## config.mk

```make
export PLATFORM = sky130hd
export DESIGN_NAME = phy_mmd_vendor_control_regs_flat
export DESIGN_NICKNAME = d
export VERILOG_FILES = /design/src/mmd_regs_pkg.sv /design/src/mgmt_if.sv /design/src/phy_mmd_vendor_control_regs.sv /design/src/flat_wrapper.sv
export SDC_FILE = /design/constraint.sdc
export NUM_CORES = 1
export LEC_CHECK = 0
export ABC_AREA = 1
export BUFFER_PORTS_ARGS = -buffer_cell sky130_fd_sc_hd__buf_2
export CAP_MARGIN = 20
export CORE_MARGIN = 2
export CORE_UTILIZATION = 38
export CTS_CLUSTER_DIAMETER = 30
export CTS_CLUSTER_SIZE = 24
export DETAILED_ROUTE_END_ITERATION = 8
export MAX_ROUTING_LAYER = met4
export PLACE_DENSITY = 0.55
export SYNTH_ARGS = -nofsm -noshare
export SYNTH_HDL_FRONTEND = slang
export SYNTH_SLANG_ARGS = --single-unit
export TNS_END_PERCENT = 20
```

## constraint.sdc

```tcl
create_clock -name CLK_I -period 1.7 [get_ports CLK_I]
set_input_delay 0.255 -clock CLK_I [delete_from_list [all_inputs] [get_ports CLK_I]]
set_output_delay 0.255 -clock CLK_I [all_outputs]
set_load 0.01 [all_outputs]
```

## src/mmd_regs_pkg.sv

```systemverilog
// Purpose: shared constants for the extended register slice and its manager
// Assumes: 16-bit management data, indirect access through control/data regs
// Notes:   offsets, codes and reset values are named once here
package mmd_regs_pkg;
   // direct register numbers
   localparam logic [4:0]  BASIC_CTRL_REG    = 5'h00;
   localparam logic [4:0]  ACC_CTRL_REG      = 5'h0D;
   localparam logic [4:0]  ACC_DATA_REG      = 5'h0E;
   // access control fields
   localparam int          OP_HI             = 15;
   localparam int          OP_LO             = 14;
   localparam logic [1:0]  OP_REGISTER       = 2'h0;
   localparam logic [1:0]  OP_DATA           = 2'h1;
   localparam logic [1:0]  OP_DATA_INC_RW    = 2'h2;
   localparam logic [1:0]  OP_DATA_INC_WR    = 2'h3;
   // device numbers and extended offsets
   localparam logic [4:0]  DEV_AN            = 5'h00;
   localparam logic [4:0]  DEV_PMA           = 5'h01;
   localparam logic [4:0]  DEV_VENDOR        = 5'h02;
   localparam logic [15:0] FLP_LO_OFS        = 16'h0003;
   localparam logic [15:0] FLP_HI_OFS        = 16'h0004;
   localparam logic [15:0] LINKUP_OFS        = 16'h005A;
   localparam logic [15:0] LED_CTRL_OFS      = 16'h0000;
   // reset values and codes
   localparam logic [15:0] FLP_LO_8MS        = 16'h4000;
   localparam logic [15:0] FLP_LO_16MS       = 16'h1A80;
   localparam logic [15:0] FLP_HI_8MS        = 16'h0003;
   localparam logic [15:0] FLP_HI_16MS       = 16'h0006;
   localparam logic [4:0]  LINKUP_RSVD_RST   = 5'h10;
   localparam logic [2:0]  LINKUP_DEFAULT    = 3'h4;
   localparam logic [2:0]  LINKUP_SHORT      = 3'h3;
   localparam logic [15:0] BASIC_CTRL_RST    = 16'h1140;
   localparam logic [15:0] BASIC_FORCED_100  = 16'h2100;
   localparam int          LED_OVR_BIT       = 4;
   localparam int          LED_STAT_BIT      = 3;
   // manager register map (software side)
   localparam logic [3:0]  M_DEV_OFS         = 4'h0;
   localparam logic [3:0]  M_REG_OFS         = 4'h1;
   localparam logic [3:0]  M_DATA_OFS        = 4'h2;
   localparam logic [3:0]  M_CMD_OFS         = 4'h3;
   localparam logic [3:0]  M_STAT_OFS        = 4'h4;
   localparam logic [3:0]  M_RDATA_OFS       = 4'h5;
   localparam logic [3:0]  M_DIRECT_OFS      = 4'h6;
endpackage

```

## src/mgmt_if.sv

```systemverilog
// Purpose: register access path between manager and transceiver slice
// Assumes: one cycle write, read data valid the cycle after read strobe
// Notes:   no clocking block
`timescale 1ns/10ps
interface mgmt_if;
   logic        wr;
   logic        rd;
   logic [4:0]  addr;
   logic [15:0] wdata;
   logic [15:0] rdata;
   modport device  (input wr, input rd, input addr, input wdata, output rdata);
   modport manager (output wr, output rd, output addr, output wdata, input rdata);
endinterface

```

## src/phy_mmd_vendor_control_regs.sv

```systemverilog
// Purpose: extended register slice: burst interval, link-up time, led_config_select
// Assumes: manager obeys indirect access sequence; strap steady at reset
// Notes:   reads return data one cycle after the read strobe
// Contract
// - high burst register resets 0003, 0006 selects 16ms
// - manager keeps both burst halves matched; mmd_manager passes them through unchecked
// - manager writes only defined high codes
// - low burst register resets 4000, 1A80 selects 16ms
// - link-up time field powers up 100
// - code 011 selects shortened gigabit link-up
// - manager may use short code with anyone
// - manager writes only link-up codes 100, 011
// - link-up field reachable only when basic control 2100
// - led override bit write-only, reads zero
// - override write replaces led_config_select status
// - status 1 single led, 0 tri-colour dual
// - status loads strap at reset, override afterwards
// - indirect access through control and data registers
`timescale 1ns/10ps
module phy_mmd_vendor_control_regs
   import mmd_regs_pkg::*;
(
   input  wire logic   CLK_I,
   input  wire logic   RST_I,
   mgmt_if.device      MG,
   input  wire logic   LED_STRAP_I,
   output logic        LED_SINGLE_O,
   output logic        FLP_16MS_O,
   output logic        LINKUP_SHORT_O
);
   import mmd_regs_pkg::*;

   logic [15:0] basic_q;
   logic [15:0] acc_ctrl_q;
   logic [15:0] acc_reg_q;
   logic [15:0] flp_lo_q;
   logic [15:0] flp_hi_q;
   logic [2:0]  linkup_q;
   logic        led_q;
   logic        strap_load_q;
   logic [15:0] rdata_q;

   // decode of the indirect data access
   wire  [1:0]  op       = acc_ctrl_q[OP_HI:OP_LO];
   wire  [4:0]  dev      = acc_ctrl_q[4:0];
   wire         data_op  = (op != OP_REGISTER);
   wire         wr_ctl   = MG.wr && (MG.addr == ACC_CTRL_REG);
   wire         wr_acc   = MG.wr && (MG.addr == ACC_DATA_REG);
   wire         rd_acc   = MG.rd && (MG.addr == ACC_DATA_REG);
   wire         wr_data  = wr_acc && data_op;
   wire         hit_lo   = (dev == DEV_AN) && (acc_reg_q == FLP_LO_OFS);
   wire         hit_hi   = (dev == DEV_AN) && (acc_reg_q == FLP_HI_OFS);
   wire         hit_lu   = (dev == DEV_PMA) && (acc_reg_q == LINKUP_OFS);
   wire         hit_led  = (dev == DEV_VENDOR) && (acc_reg_q == LED_CTRL_OFS);
   wire         lu_open  = (basic_q == BASIC_FORCED_100);
   wire         inc_rd   = (op == OP_DATA_INC_RW);
   wire         inc_wr   = (op == OP_DATA_INC_RW) || (op == OP_DATA_INC_WR);

   // extended read value, reserved bits at reset levels
   logic [15:0] ext_rd;
   always_comb begin
      ext_rd = 16'h0000;
      if (hit_lo) begin
         ext_rd = flp_lo_q;
      end else if (hit_hi) begin
         ext_rd = flp_hi_q;
      end else if (hit_lu && lu_open) begin
         ext_rd = {7'h00, LINKUP_RSVD_RST, linkup_q, 1'b0};
      end else if (hit_led) begin
         ext_rd = {11'h000, 1'b0, led_q, 3'h0};
      end
   end

   // direct registers and the indirect pointer
   always_ff @(posedge CLK_I) begin
      if (RST_I) begin
         basic_q    <= BASIC_CTRL_RST;
         acc_ctrl_q <= 16'h0000;
         acc_reg_q  <= 16'h0000;
      end else begin
         if (MG.wr && MG.addr == BASIC_CTRL_REG)
            basic_q <= MG.wdata;
         if (wr_ctl)
            acc_ctrl_q <= MG.wdata;
         if (wr_acc && !data_op)
            acc_reg_q <= MG.wdata;
         else if ((wr_data && inc_wr) || (rd_acc && data_op && inc_rd))
            acc_reg_q <= acc_reg_q + 16'h0001;
      end
   end

   // extended storage
   always_ff @(posedge CLK_I) begin
      if (RST_I) begin
         flp_lo_q <= FLP_LO_8MS;
         flp_hi_q <= FLP_HI_8MS;
         linkup_q <= LINKUP_DEFAULT;
      end else if (wr_data) begin
         if (hit_lo)
            flp_lo_q <= MG.wdata;
         if (hit_hi)
            flp_hi_q <= MG.wdata;
         if (hit_lu && lu_open)
            linkup_q <= MG.wdata[3:1];
      end
   end

   // led_config_select: strap caught on the first edge after release
   always_ff @(posedge CLK_I) begin
      if (RST_I) begin
         strap_load_q <= 1'b1;
         led_q        <= 1'b0;
      end else begin
         strap_load_q <= 1'b0;
         if (strap_load_q)
            led_q <= LED_STRAP_I;
         else if (wr_data && hit_led)
            led_q <= MG.wdata[LED_OVR_BIT];
      end
   end

   // read data one cycle after strobe
   always_ff @(posedge CLK_I) begin
      if (RST_I) begin
         rdata_q <= 16'h0000;
      end else if (MG.rd) begin
         case (MG.addr)
            BASIC_CTRL_REG: rdata_q <= basic_q;
            ACC_CTRL_REG:   rdata_q <= acc_ctrl_q;
            ACC_DATA_REG:   rdata_q <= data_op ? ext_rd : acc_reg_q;
            default:        rdata_q <= 16'h0000;
         endcase
      end
   end

   assign MG.rdata       = rdata_q;
   assign LED_SINGLE_O   = led_q;
   assign FLP_16MS_O     = (flp_hi_q == FLP_HI_16MS) && (flp_lo_q == FLP_LO_16MS);
   assign LINKUP_SHORT_O = (linkup_q == LINKUP_SHORT);
endmodule

```

## src/flat_wrapper.sv

```systemverilog
// flat-port wrapper written by rule: the top's interface ports become plain ports
module phy_mmd_vendor_control_regs_flat import mmd_regs_pkg::*;
  (CLK_I, RST_I, LED_STRAP_I, LED_SINGLE_O, FLP_16MS_O, LINKUP_SHORT_O, MG_wr, MG_rd, MG_addr, MG_wdata, MG_rdata);
  mgmt_if MG_i ();
  input  wire logic CLK_I;
  input  wire logic RST_I;
  input  wire logic LED_STRAP_I;
  output logic LED_SINGLE_O;
  output logic FLP_16MS_O;
  output logic LINKUP_SHORT_O;
  input wire logic [$bits(MG_i.wr)-1:0] MG_wr;
  input wire logic [$bits(MG_i.rd)-1:0] MG_rd;
  input wire logic [$bits(MG_i.addr)-1:0] MG_addr;
  input wire logic [$bits(MG_i.wdata)-1:0] MG_wdata;
  output wire logic [$bits(MG_i.rdata)-1:0] MG_rdata;
  assign MG_i.wr = MG_wr;
  assign MG_i.rd = MG_rd;
  assign MG_i.addr = MG_addr;
  assign MG_i.wdata = MG_wdata;
  assign MG_rdata = MG_i.rdata;
  phy_mmd_vendor_control_regs u_core (.CLK_I(CLK_I), .RST_I(RST_I), .MG(MG_i), .LED_STRAP_I(LED_STRAP_I), .LED_SINGLE_O(LED_SINGLE_O), .FLP_16MS_O(FLP_16MS_O), .LINKUP_SHORT_O(LINKUP_SHORT_O));
endmodule
```

==> results.cfg, run 1 <==
[timing]
drv_slew = 0
finalClockSkew_ns = 0.00973
rsz0062_at_grt = true
relSlewSlack_pct = 62.5
setup_viol = 15
fin_ws_ns = -0.0328
worstMarginPinSlew_ns = 0.562
fin_crit_ns = 1.73
max_freq_mhz = 577
post-route-period-util_pct = 102
hold_viol = 0

[pwr]
powerDensity_nw_per_um2 = 723
clkPwrFrac_pct = 46.1
switching_share_pct = 23.3
p_int_mw = 3.79
comb_power_share_pct = 5.7
p_total_mw = 4.94
seq_power_share_pct = 48.2
peakVddDrop_uv = 643
power.switching_mw = 1.15
p_leak_nw = 2.61

[floorplan]
fp.dieH_um = 120
initial_core_util_pct = 38.6
die_area_um2 = 14300
io_pins = 45
placement_rows = 42
core_um2 = 13100
die_w_um = 120

[synthesis]
yosys.area.top_type = dfxtp_1
ys_warn_count = 0
synth_cell_types = 36
synth_fp_nets = 771
avgSynthCellArea_um2 = 6.83
syn-instance-count = 742
syn_area_um2 = 5070
ys_seq_area_share_pct = 39.9
synth_seq_cells = 101
yosysTopAreaCellShare_pct = 39.9
synthTopCellsByArea = dfxtp_1 40%, nand2_1 12%, a21oi_1 10%

[detailed_routing]
drc = 0
route.met2.wl_um = 8760
maxUsedRoutingLayer = met4
drtAntennaViolNets = 0
wl_per_cell_um = 18.4
via_per_inst = 5.37
drt-initial-drc-count = 429
wl_met1_um = 8250
dr_wl_met3_um = 1130
routed_wl_um = 18800
vias = 5491
firstDrtPassIters = 5

[cts]
clkTransAtPathRegs_ns = 0.07
cts_tree = done
cts_num_sinks = 101
cts-buffers-inserted = 9
cts_max_level = 3
root_buffer = clkbuf_16
clock_path_buffers = 2
ctsHoldBuffers = 0
insertion_delay_ns = 0.36

[worst_setup_path]
critPathTopFamily = simple AND/OR/NAND/NOR gates
reg2reg_slack_ns = -0.03
r2r_cells = 12
path_cells = buf_6, ha_2, nand3_2, nor2_4, nand2_2, nor2_4, nand3_2, nand4_1, nand2_1, nand2_2, nand2_1, a21oi_1
path_max_fanout = 4
required_ns = 1.99
cp_slowest_cell = dfxtp_4
slowest_delay_ns = 0.39
critPathKind = reg2reg
path_buf_inv = 1
crit_arrival_ns = 2.02
rr_startpoint = u_core.acc_reg_q[1]
critPathLaunchType = flip-flop
endpoint_kind = flip-flop
r2r_end = u_core.MG.rdata[3]

[global_routing]
antenna_found_initial = 0
grt_overflow = 0
grt_max_degree = 58
grt_pass1_vias = 5280
grt_usage_pct = 27.2
grt_pass1_wl_um = 28700

[min_path]
hold_end = u_core.LED_SINGLE_O
hp-class = in2reg
min_path_cells = 3
worstHoldStart = LED_STRAP_I

[final_layout]
area.growth.synth_to_final_pct = 34.6
layout.cells.non_filler = 1023
layout.nets = 871
drive_gt1_share_pct = 29.8
insertedDiodeCount = 0
multiInputGateArea_um2 = 2960
final_cell_mix = 151 x nand2_1, 96 x a21oi_1, 90 x dfxtp_1
final_common_cell = nand2_1
nFillCells = 1255
seqCellArea_um2 = 2040

[status]
violations = negative setup slack
outcome = complete, but fails checks

[run]
maxCapViolCount = 0

[place]
place_congestion = 0.919
dp_cells = 993
port_buffers = 44
dp_hpwl_um = 13300
-- registers in the layout (all words and copies together), names as in the netlist --
register and flops:
u_core.basic_q 16, u_core.acc_ctrl_q 16, u_core.flp_lo_q 16, u_core.linkup_q 3, u_core.LED_SINGLE_O 1, u_core.strap_load_q 1
u_core.acc_reg_q 16, u_core.MG.rdata 16, u_core.flp_hi_q 16
-- per-layer routing --
layer	global-route usage, %	up-vias
met1	34.8	2599
met5	-	-
met2	42.5	174
li1	-	2675
met3	5.28	43
met4	11.0	0
-- how the worst max path moves through the flow --
stage,from,end,slack [ns],cells past startpoint
6_report,u_core.acc_reg_q[1],u_core.MG.rdata[3],-0.03,12
5_1_grt,u_core.acc_reg_q[1],u_core.acc_reg_q[10],-0.14,10
4_1_cts,u_core.acc_reg_q[11],u_core.MG.rdata[3],-0.03,12
3_5_place_dp,u_core.acc_reg_q[1],u_core.acc_reg_q[12],-0.16,10
3_3_place_gp,u_core.acc_reg_q[0],u_core.acc_reg_q[12],-0.08,10
2_1_floorplan,u_core.acc_reg_q[1],u_core.acc_reg_q[12],0.05,10
-- synth_stat cells, drive strengths merged --
master / count
dfxtp: 101
o211ai: 7
a21oi: 105
o31ai: 1
ha: 3
a211oi: 3
nand4: 15
a31oi: 1
clkbuf: 21
nand2: 160
xor2: 5
buf: 17
clkinv: 1
nor4: 8
o21ai: 90
nand3: 52
or2: 1
inv: 69
nor3: 5
nor2: 77
-- power by group through the flow --
stage	sequential, mW	combinational (mW)	clock [mW]
after global routing	2.38	0.298	2.42
after detailed placement	2.44	0.263	0
after CTS	2.38	0.269	2.32
after global placement	2.44	0.261	0
after floorplan	2.44	0.121	0
final	2.38	0.279	2.28
-- final cells by class --
cell class | instances | area share (%)
clock buffer | 11 | 3.56
inverter | 70 | 4.00
clock inverter | 5 | 1.23
multi-input combinational | 533 | 43.4
sequential | 101 | 29.9
tap | 176 | 3.23
timing repair buffer | 127 | 14.7
-- worst min-delay path: cells and delay by family --
kind	cells	cell delay, ns
buf+inv	2	0.13
compound gates	1	0.07
-- metrics by stage --
step	TNS, ns	utilization [%]	setup slack, ns	area (um^2)	hold WS (ns)
after floorplan	0	-	0.0486	5070	0.283
after global placement	-0.398	44.9	-0.0804	5900	0.450
after detailed placement	-1.62	44.9	-0.157	5900	0.456
after CTS	-0.111	50.4	-0.0325	6620	0.124
after global routing	-3.73	52.0	-0.142	6830	0.158
final	-0.236	52.0	-0.0328	6830	0.129
-- cell families after synthesis --
logic type	Yosys count	share of synthesized area, %
simple gates	318	28.4
compound gates	207	21.2
buf+inv	108	8.86
flops	101	39.9
xor+xnor	5	0.864
fa+ha+maj	3	0.740
-- what timing repair did --
item                                    4_1_cts  5_1_grt
pin swaps                                    23       28
endpoints found under the setup margin       48       59
buffers inserted                             10        3
cloned                                        3        0
resized for setup                            68       69
No activity file was read; power rests on OpenSTA's default activity.
==> run 2, diff against run 1 <==
--- a/config.mk
+++ b/config.mk
@@ -14,7 +14,7 @@
 export CTS_CLUSTER_SIZE = 24
 export DETAILED_ROUTE_END_ITERATION = 8
 export MAX_ROUTING_LAYER = met4
-export PLACE_DENSITY = 0.55
+export PLACE_DENSITY = 0.67
 export SYNTH_ARGS = -nofsm -noshare
 export SYNTH_HDL_FRONTEND = slang
 export SYNTH_SLANG_ARGS = --single-unit
==> run 2 against run 1 <==
The run still ends with negative setup slack left. Hold slack worse by 0.018 ns. Critical path depth up 1. Sequential power hardly changed. Sequential cell count stayed put. Sequential share of layout area up 1.1 points. Final cell count decreased by 0.68%. Register-to-register slack hardly changed. First-iteration DRC count is 18% higher. Routed wire length shrank 12%. Global-route usage shrank 3.1 points. Utilization is 2.2 points lower. Largest cell class unchanged.
==> results.cfg, run 2 (synthesis results as in run 1) <==
[timing]
post-route-period-util_pct = 102
fin_crit_ns = 1.73
relSlewSlack_pct = 66.3
finalClockSkew_ns = 0.00887
max_freq_mhz = 579
rsz0062_at_grt = true
worstMarginPinSlew_ns = 0.506
hold_viol = 0
fin_ws_ns = -0.0270
setup_viol = 2
drv_slew = 0
setup_tns_ns = -0.0326

[detailed_routing]
via_per_inst = 5.33
drtAntennaViolNets = 0
vias = 5413
wl_per_cell_um = 16.2
drc = 0
routed_wl_um = 16500
drt-initial-drc-count = 507
firstDrtPassIters = 5

[pwr]
p_int_mw = 3.48
p_leak_nw = 2.52
p_total_mw = 4.67
power.switching_mw = 1.20
comb_power_share_pct = 5.7
seq_power_share_pct = 51.0
powerDensity_nw_per_um2 = 714
peakVddDrop_uv = 430
switching_share_pct = 25.6
clkPwrFrac_pct = 43.3

[floorplan]
io_pins = 45
initial_core_util_pct = 38.6
fp.dieH_um = 120
die_w_um = 120
core_um2 = 13100
placement_rows = 42
die_area_um2 = 14300

[worst_setup_path]
required_ns = 1.99
critPathLaunchType = flip-flop
cpMostUsedCell = nand2_1
endpoint_kind = flip-flop
path_cells = inv_2, buf_6, ha_4, nand3_4, nor2_4, nand2_2, nor2_4, nand3_2, nand4_1, nand2_1, nand2_1, nand2_1, a21oi_1
cp_slowest_cell = dfxtp_2
slowest_delay_ns = 0.34
path_max_fanout = 4
crit_arrival_ns = 2.01
critPathKind = reg2reg

[final_layout]
final_common_cell = nand2_1
final_cell_mix = 154 x nand2_1, 102 x a21oi_1, 95 x dfxtp_1
area.growth.synth_to_final_pct = 29.0
post-route-util_pct = 49.8
layout.nets = 864
drive_gt1_share_pct = 25.4
insertedDiodeCount = 0

[global_routing]
grt_pass1_vias = 4976
grt_usage_pct = 24.1
grt_overflow = 0
grt_pass1_wl_um = 26000
grt_max_degree = 60
antenna_found_initial = 0

[cts]
clock_path_buffers = 2
cts-buffers-inserted = 9
insertion_delay_ns = 0.36
root_buffer = clkbuf_16
cts_max_level = 3
clkTransAtPathRegs_ns = 0.07
cts_num_sinks = 101
cts_tree = done

[run]
maxCapViolCount = 0

[place]
dp_hpwl_um = 12200
place_congestion = 1.01
port_buffers = 44
post-place-ws_ns = -0.0668

[status]
violations = negative setup slack
outcome = complete, but fails checks

[min_path]
hp-class = in2reg
## run 2: layout make-up
type,instances,area [um^2]
Multi-Input combinational cell,533,2860
Clock buffer,10,229
Timing Repair Buffer,120,885
Clock inverter,6,51.3
Sequential cell,101,2030
Tap cell,176,220
Inverter,70,265
Fill cell,1328,6600
## run 2: metal layers
layer  vias up  global-route usage [%]  part of all wire, %  routed length, um
met2       185                    37.6                   46               7650
met5         -                       -                    0                  0
li1       2663                       -                    -                  -
met3        42                    4.85                  7.2               1190
met1      2523                    30.9                   43               7060
met4         0                    9.19                  3.4                561
## run 2: repair_timing
item	in CTS	in global routing
hold buffers	0	0
pin swaps	17	25
setup endpoints to repair	24	48
buffers inserted	2	2
gates cloned	1	0
resized for setup	38	40
## run 2: critical path: cells and delay by family, from the launching register on
| family | cells | cell delay, ns |
|---|---|---|
| flops | 1 | 0.34 |
| compound gates | 1 | 0.11 |
| simple gates | 9 | 0.89 |
| fa+ha+maj | 1 | 0.13 |
| buf+inv | 2 | 0.19 |
## run 2: power groups by stage
stage	logic (mW)	clock network (mW)	registers, mW
2_1_floorplan	0.121	0	2.44
3_3_place_gp	0.259	0	2.44
3_5_place_dp	0.259	0	2.44
4_1_cts	0.262	2.04	2.38
5_1_grt	0.285	2.13	2.38
6_report	0.266	2.02	2.38
## run 2: path summary, 6_finish.rpt
check | startpoint | endpoint | slack (ns) | cells after the start
max | u_core.acc_reg_q[0] | u_core.MG.rdata[3] | -0.03 | 13
min | LED_STRAP_I | u_core.LED_SINGLE_O | 0.11 | 3
max reg2reg | u_core.acc_reg_q[0] | u_core.MG.rdata[3] | -0.03 | 13
min reg2reg | u_core.MG.rdata[8] | u_core.MG.rdata[8] | 0.46 | 2
## run 2: stage by stage
stage               hold WS [ns]  cells  instance area (um^2)
CTS                        0.106   1014                  6390
detailed placement         0.453    995                  5920
finish                     0.110   1016                  6540
global placement           0.450    995                  5920
global route               0.112   1016                  6540
floorplan                  0.283    742                  5070
